<file path="src/hdl/gfs_map.svh">
`ifndef GFS_MAP_SVH
`define GFS_MAP_SVH

// Register offset and reset image of the global fault register.
`define GFS_ADDR_W             6
`define GFS_OFFSET             6'h04
`define GFS_RESET_VALUE        16'h0147
`define GFS_DATA_W             16
`define GFS_FLAG_W             9

// Field positions inside the global fault register.
`define GFS_BIT_GLOBAL         8
`define GFS_BIT_FALLBACK       7
`define GFS_BIT_POR            6
`define GFS_BIT_LOWPOWER       5
`define GFS_BIT_SPI_ERR        4
`define GFS_BIT_TIMEOUT        3
`define GFS_BIT_LOGIC_LOW      2
`define GFS_BIT_BATT_WARN      1
`define GFS_BIT_BATT_LOCK      0

// Synchroniser depth for pin inputs.
`define GFS_SYNC_STAGES        2
`define GFS_PIN_W              4

`endif

</file>
<file path="src/hdl/gfs_pkg.sv">
package gfs_pkg;

  typedef logic [8:0] gfs_flags_t;

  typedef enum logic
  {
    GFS_RD_IDLE,
    GFS_RD_PENDING
  } gfs_rd_state_t;

endpackage : gfs_pkg

</file>
<file path="src/hdl/gfs_sync.sv">
`include "gfs_map.svh"

// Two-stage synchroniser for asynchronous pin levels.
module gfs_sync #(
  parameter int WIDTH = `GFS_PIN_W
) (
  input  wire logic             sys_clk,
  input  wire logic             reset_n,
  input  wire logic [WIDTH-1:0] async_in,
  output logic      [WIDTH-1:0] sync_out
);

  genvar i;
  generate
    for (i = 0; i < WIDTH; i++)
    begin : g_bit
      logic meta_q;
      logic sync_q;
      always_ff @(posedge sys_clk)
      begin
        if (!reset_n)
        begin
          meta_q <= 1'b0;
          sync_q <= 1'b0;
        end
        else
        begin
          meta_q <= async_in[i];
          sync_q <= meta_q;
        end
      end
      assign sync_out[i] = sync_q;
    end
  endgenerate

endmodule : gfs_sync

</file>
<file path="src/hdl/gfs_global_fault.sv">
`include "gfs_map.svh"

// Functional notes
// - Bit 8 is set whenever any of the global event bits 7 to 0 is set.
// - With fault hold disable at 0, bit 8 stays set until a read completes and no event remains.
// - With fault hold disable at 1, bit 8 falls as soon as no event remains, without a read.
// - A rising fallback request pin sets bit 7 and enters the fallback state.
// - Writing 1 to bit 7 clears it and leaves the fallback state, done only while the pin is low.
// - Bit 6 is 1 after every power-on reset and is cleared by a read.
// - Bit 5 is set on entry to either low-power mode and cleared by a read only when none is active.
// - A refused manual low-power request still sets bit 5, which a read then clears.
// - Bit 4 latches any frame, clock count or CRC error and clears on a read once the error is gone.
// - With the timeout enable at 1, bit 3 latches a host timeout and clears on a read once gone.
// - Bit 2 resets to 1, is set while the logic supply is low and clears on a read after recovery.
// - Bit 1 resets to 1, is set while the battery is below warning, disables diagnostics then.
// - Bit 0 resets to 1, is set while the battery is locked out and clears on a read after recovery.
// - The register sits at offset 4h and reads 0147h after reset.
module gfs_global_fault #(
  parameter int ADDR_W = `GFS_ADDR_W
) (
  input  wire logic              sys_clk,
  input  wire logic              reset_n,
  input  wire logic              fallback_request_pin,
  input  wire logic              logic_supply_low_pin,
  input  wire logic              battery_warn_pin,
  input  wire logic              battery_lockout_pin,
  input  wire logic              fault_hold_disable,
  input  wire logic              host_timeout_enable,
  input  wire logic              host_timeout_expired,
  input  wire logic              spi_error_cond,
  input  wire logic              self_lowpower_mode,
  input  wire logic              host_lowpower_mode,
  input  wire logic              lowpower_entry_refused,
  input  wire logic              reg_rd_strobe,
  input  wire logic              reg_wr_strobe,
  input  wire logic [ADDR_W-1:0] reg_addr,
  input  wire logic [15:0]       reg_wdata,
  input  wire logic              frame_done_ok,
  input  wire logic              frame_done_err,
  output logic      [15:0]       rd_data_q,
  output logic                   rd_valid_q,
  output logic                   fallback_state_q,
  output logic                   diag_disable_q,
  output logic                   global_event_flag_q
);

  logic [`GFS_PIN_W-1:0] pin_s;
  logic                  fallback_pin_s;
  logic                  logic_low_s;
  logic                  batt_warn_s;
  logic                  batt_lock_s;
  logic                  fallback_prev_q;
  logic                  lowpower_prev_q;
  logic                  lowpower_active;
  logic                  fallback_rise;
  logic                  reg_hit;
  logic                  clear_go;
  logic                  fallback_w1c;
  logic                  global_d;
  gfs_pkg::gfs_flags_t   flags_q;
  gfs_pkg::gfs_flags_t   flags_d;
  gfs_pkg::gfs_flags_t   snap_q;
  gfs_pkg::gfs_flags_t   cond_v;
  gfs_pkg::gfs_flags_t   set_v;
  gfs_pkg::gfs_rd_state_t rd_state_q;

  gfs_sync #(
    .WIDTH (`GFS_PIN_W)
  ) u_sync (
    .sys_clk  (sys_clk),
    .reset_n  (reset_n),
    .async_in ({fallback_request_pin, logic_supply_low_pin, battery_warn_pin,
                battery_lockout_pin}),
    .sync_out (pin_s)
  );

  assign fallback_pin_s  = pin_s[3];
  assign logic_low_s     = pin_s[2];
  assign batt_warn_s     = pin_s[1];
  assign batt_lock_s     = pin_s[0];
  assign lowpower_active = self_lowpower_mode | host_lowpower_mode;
  assign fallback_rise   = fallback_pin_s & ~fallback_prev_q;
  assign reg_hit         = (reg_addr == `GFS_OFFSET);

  // Edge history for the fallback pin and low-power mode entry.
  always_ff @(posedge sys_clk)
  begin
    if (!reset_n)
    begin
      fallback_prev_q <= 1'b0;
      lowpower_prev_q <= 1'b0;
    end
    else
    begin
      fallback_prev_q <= fallback_pin_s;
      lowpower_prev_q <= lowpower_active;
    end
  end

  // A read of this register is pending until its frame ends; an error frame drops it.
  always_ff @(posedge sys_clk)
  begin
    if (!reset_n)
    begin
      rd_state_q <= gfs_pkg::GFS_RD_IDLE;
    end
    else
    begin
      unique case (rd_state_q)
        gfs_pkg::GFS_RD_IDLE:
        begin
          if (reg_rd_strobe && reg_hit)
          begin
            rd_state_q <= gfs_pkg::GFS_RD_PENDING;
          end
        end
        gfs_pkg::GFS_RD_PENDING:
        begin
          if (frame_done_ok || frame_done_err)
          begin
            rd_state_q <= gfs_pkg::GFS_RD_IDLE;
          end
        end
      endcase
    end
  end

  assign clear_go = frame_done_ok && (rd_state_q == gfs_pkg::GFS_RD_PENDING);

  // Read data is the flag image before any clear; only bits read as 1 are cleared later.
  always_ff @(posedge sys_clk)
  begin
    if (!reset_n)
    begin
      rd_data_q  <= 16'h0000;
      rd_valid_q <= 1'b0;
      snap_q     <= '0;
    end
    else
    begin
      rd_valid_q <= reg_rd_strobe;
      if (reg_rd_strobe)
      begin
        rd_data_q <= reg_hit ? {7'h00, flags_q} : 16'h0000;
        if (reg_hit)
        begin
          snap_q <= flags_q;
        end
      end
    end
  end

  // Condition still present, and set request, for the read-to-clear bits.
  always_comb
  begin
    cond_v                      = '0;
    cond_v[`GFS_BIT_LOWPOWER]   = lowpower_active;
    cond_v[`GFS_BIT_SPI_ERR]    = spi_error_cond;
    cond_v[`GFS_BIT_TIMEOUT]    = host_timeout_enable & host_timeout_expired;
    cond_v[`GFS_BIT_LOGIC_LOW]  = logic_low_s;
    cond_v[`GFS_BIT_BATT_WARN]  = batt_warn_s;
    cond_v[`GFS_BIT_BATT_LOCK]  = batt_lock_s;
    set_v                       = cond_v;
    set_v[`GFS_BIT_LOWPOWER]    = (lowpower_active & ~lowpower_prev_q)
                                  | lowpower_entry_refused;
  end

  // A new event wins over a clear in the same cycle.
  genvar b;
  generate
    for (b = 0; b < `GFS_BIT_FALLBACK; b++)
    begin : g_rc
      assign flags_d[b] = set_v[b]
                          | (flags_q[b] & ~(clear_go & snap_q[b] & ~cond_v[b]));
    end
  endgenerate

  assign fallback_w1c = reg_wr_strobe && reg_hit && reg_wdata[`GFS_BIT_FALLBACK]
                        && !fallback_pin_s;
  assign flags_d[`GFS_BIT_FALLBACK] = fallback_rise
                                      | (flags_q[`GFS_BIT_FALLBACK] & ~fallback_w1c);

  // The summary is built apart so that the flag vector has only continuous drivers.
  always_comb
  begin
    if (fault_hold_disable)
    begin
      global_d = |flags_d[7:0];
    end
    else
    begin
      global_d = (|flags_d[7:0])
                 | (flags_q[`GFS_BIT_GLOBAL] & ~clear_go);
    end
  end

  assign flags_d[`GFS_BIT_GLOBAL] = global_d;

  always_ff @(posedge sys_clk)
  begin
    if (!reset_n)
    begin
      flags_q <= gfs_pkg::gfs_flags_t'(`GFS_RESET_VALUE);
    end
    else
    begin
      flags_q <= flags_d;
    end
  end

  // The fallback and summary outputs are registered from the next flag state, so they change in the same cycle as their bits.
  always_ff @(posedge sys_clk)
  begin
    if (!reset_n)
    begin
      fallback_state_q    <= 1'b0;
      diag_disable_q      <= 1'b0;
      global_event_flag_q <= 1'b1;
    end
    else
    begin
      fallback_state_q    <= flags_d[`GFS_BIT_FALLBACK];
      diag_disable_q      <= batt_warn_s;
      global_event_flag_q <= flags_d[`GFS_BIT_GLOBAL];
    end
  end
endmodule : gfs_global_fault

</file>
<file path="config.mk">
export PLATFORM = sky130hd
export DESIGN_NAME = gfs_global_fault
export DESIGN_NICKNAME = d
export VERILOG_FILES = /design/src/hdl/gfs_pkg.sv /design/src/hdl/gfs_sync.sv /design/src/hdl/gfs_global_fault.sv
export VERILOG_INCLUDE_DIRS = /design/src /design/src/hdl
export SDC_FILE = /design/constraint.sdc
export NUM_CORES = 1
export LEC_CHECK = 0
export BUFFER_PORTS_ARGS = -buffer_cell sky130_fd_sc_hd__clkbuf_2
export CAP_MARGIN = 10
export CORE_MARGIN = 10
export CORE_UTILIZATION = 45
export CTS_CLUSTER_SIZE = 16
export DETAILED_ROUTE_END_ITERATION = 12
export GPL_TIMING_DRIVEN = 0
export PLACE_DENSITY = 0.74
export SLEW_MARGIN = 40
export SYNTH_ARGS = -nofsm -noshare
export SYNTH_HDL_FRONTEND = slang
export SYNTH_SLANG_ARGS = --single-unit
</file>
<file path="constraint.sdc">
create_clock -name sys_clk -period 3.8 [get_ports sys_clk]
set_clock_uncertainty 0.05 [all_clocks]
set_input_delay 0.19 -clock sys_clk [delete_from_list [all_inputs] [get_ports sys_clk]]
set_output_delay 0.19 -clock sys_clk [all_outputs]
set_load 0.01 [all_outputs]
</file>
==> flow_summary.yaml <==
clocking:
  path_clk_slew_ns: 0.11
  cts_tree: "yes"
  cts_made_buffers: 5
  htreeDepth: 2
  clock_path_buffers: 2
  cts.sinks: 38
  clk_latency_ns: 0.34
  cts-root-buf: "clkbuf_4"
  postCtsSetupRepairBufs: 0
floorplan:
  pin_count: 59
  dieArea_sq_um: 5900
  die_w_um: 76.8
  die_h_um: 76.8
  start_util_pct: 47.2
  rows: 20
  core_area_sq_um: 3080
timing:
  period_needed_ns: 1.77
  fmaxAchievable_mhz: 563
  maxSlewViolCount: 0
  rsz0062_at_grt: "false"
  setup_viol: 0
  hold_viol: 0
  setup_ws_ns: 2.03
  setup_tns_ns: 0
  min_period_over_period_pct: 46.7
yosys:
  synth_top_area_share_pct: 52.3
  ys_top_cells_by_count: "dfxtp_1 (38), a21boi_0 (17), and2_1 (14)"
  syn_area_per_cell_sq_um: 9.44
  async_flop_share_pct: 0
  synth_cell_types: 29
  synth_edf_count: 0
  synth_flop_cell: "dfxtp_1"
  synth.largest_area_cell: "dfxtp_1"
  syn-cell-area_sq_um: 1450
  ys_seq_elements: 38
  ys_top_cells_by_area: "dfxtp_1 (52%), a21boi_0 (8.8%), and2_1 (6.0%), nand3_1 (4.5%), nand2b_1 (4.3%)"
  synth_cells: 154
  synth_warnings: 0
  yosysSeqAreaShare_pct: 52.3
  yosysMostFrequentCell: "dfxtp_1"
pwr:
  power_density_nw_per_um2: 379
  ir_worst_vdd_mv: 0.219
  p_leak_nw: 0.766
worst_setup_path:
  critical_path.top_delay_family: "simple AND/OR/NAND/NOR gates"
  reg2reg_from: "rd_state_q"
  reg2reg_to: "flags_q[8]"
  worstPathRequired_ns: 3.98
  cp_max_fo: 10
  path_cells: "clkbuf_2, or4b_4, nor3_4, a41oi_1, or4_1"
  max_stage_delay_ns: 0.55
  worst-path-buf-inv: 1
  critPathSlowestCell: "or4b_4"
  worst_setup_path_end_kind: "flop"
  r2r_setup_slack_ns: 2.03
  critPathArrivalTime_ns: 1.96
  cp-start-kind: "input pin"
  r2r_cells: 5
  path_class: "in2reg"
finish:
  nets: 244
  finish.instance_area_sq_um: 1800
  area_growth_syn_to_layout_pct: 23.9
  drive_gt1_share_pct: 24.8
  nFillCells: 292
  antenna-diode-count: 0
min_path:
  hold_end: "flags_q[4]"
  holdPathStages: 3
  hold_start: "spi_error_cond"
  hold_path_class: "in2reg"
flow_run:
  maxCapViolations: 0
placement:
  port_buffers: 34
  dp_hpwl_um: 2520
  routabilityCongestion: 0.848
  pre_cts_slack_ns: 1.66
  placed_area_sq_um: 1700
drt:
  vias_per_cell: 4.76
  first_pass_iters: 4
  vias: 1189
  drc: 0
  ant_nets: 0
  first_iter_violations: 51
  wirelength_um: 3300
  routedWlPerCell_um: 13.2
global_routing:
  antenna_found_initial: 0
  track_usage_pct: 11.5
  grt_max_degree: 12
  grt_pass1_wl_um: 5550
  grt.overflow.total: 0
  grt_pass1_vias: 1260
status:
  status: "finished, final reports clean"
-- worst reg2reg max path: stages (launching register included) --
cell,delay [ns]
dfxtp_1,0.32
clkbuf_1,0.36
nand3_1,0.13
a21oi_1,0.25
o2111ai_1,0.14
or4_1,0.42
-- registers in the layout (all words and copies together), names as in the netlist --
signal and count:
diag_disable_q 1, fallback_prev_q 1, flags_q 9, lowpower_prev_q 1, rd_data_q 9, rd_state_q 1
rd_valid_q 1, snap_q 7, u_sync.g_bit.meta_q 4, u_sync.g_bit.sync_q 4
-- final cells by class --
class,instances,area [sq um],share of cell area (%)
clock inverters,1,5.00,0.278
well taps,44,55.1,3.06
repair buffers,38,210,11.7
multi-input cells,100,606,33.6
clock buffers,7,55.1,3.06
plain buffers,16,87.6,4.86
flip-flops and latches,38,761,42.2
inverters,6,22.5,1.25
-- per-layer routing --
metal | vias to the layer above | GRT usage [%] | part of all wire [%]
li1 | 602 | - | -
met1 | 539 | 12.1 | 44
met2 | 42 | 19.0 | 45
met3 | 6 | 5.83 | 8.8
met4 | 0 | 4.65 | 1.3
met5 | - | 0 | 0
-- layout by cell type (no fill, tap or decap) --
master	Yosys	final
or4_1	1	1
buf_2	1	1
conb_1	1	7
a22oi_1	1	1
buf_4	7	7
a21oi_1	4	4
dlygate4sd3_1	0	4
nor2b_1	4	4
clkbuf_8	0	1
nand3_1	13	13
nor2_1	2	2
nand3b_1	1	1
dfxtp_1	38	38
clkbuf_4	0	5
nand4_1	1	1
inv_1	6	6
clkbuf_2	0	34
and3_1	1	1
and2_1	14	14
mux2i_1	1	1
o21ai_0	3	3
a21boi_0	17	17
a41oi_1	1	1
a31oi_1	1	1
o2111ai_1	1	1
clkbuf_1	8	9
or4b_1	1	1
nand2_1	12	12
nand2b_1	10	10
clkinv_2	0	1
or4b_4	1	1
o21bai_1	1	1
nor3_4	1	1
a21o_1	1	1
-- stage by stage --
| stage | std cells | util (%) | hold WS, ns | power (mW) |
|---|---|---|---|---|
| after floorplan | 160 | - | 0.267 | 0.454 |
| after global placement | 238 | 55.3 | 0.346 | 0.473 |
| after detailed placement | 238 | 55.3 | 0.350 | 0.475 |
| after CTS | 250 | 58.5 | 0.0478 | 0.691 |
| after global routing | 250 | 58.5 | 0.0574 | 0.717 |
| final | 250 | 58.5 | 0.0569 | 0.683 |
-- power by group --
part	internal [mW]	switching (mW)
sequential	0.408	0.00458
combinational	0.0301	0.0268
clock	0.0896	0.124
-- what timing repair did --
| action | in CTS | in global routing |
|---|---|---|
| hold buffers | 4 | 0 |
| endpoints found under the hold margin | 4 | 0 |
| gates resized for setup | 0 | 0 |
-- cells by family (layout without fill, tap and decap cells) --
kind of cell / Yosys count / in the layout / synth area share [%]
compound gates: 30 / 30 / 14.4
other cells: 1 / 7 / 0.258
simple gates: 62 / 62 / 24.8
mux: 1 / 1 / 0.688
flops: 38 / 38 / 52.3
buf+inv: 22 / 68 / 7.57
-- how the worst max path moves through the flow --
stage / startpoint / end / slack (ns) / depth (start not counted)
after floorplan: reg_addr[3] / flags_q[8] / 1.97 / 4
after CTS: rd_state_q / flags_q[8] / 2.03 / 5
after detailed placement: reg_addr[3] / flags_q[8] / 1.66 / 5
final: reg_addr[3] / flags_q[8] / 2.03 / 5
after global placement: reg_addr[3] / flags_q[8] / 1.71 / 5
after global routing: rd_state_q / flags_q[8] / 1.90 / 5
(Power assumes the default switching activity.)
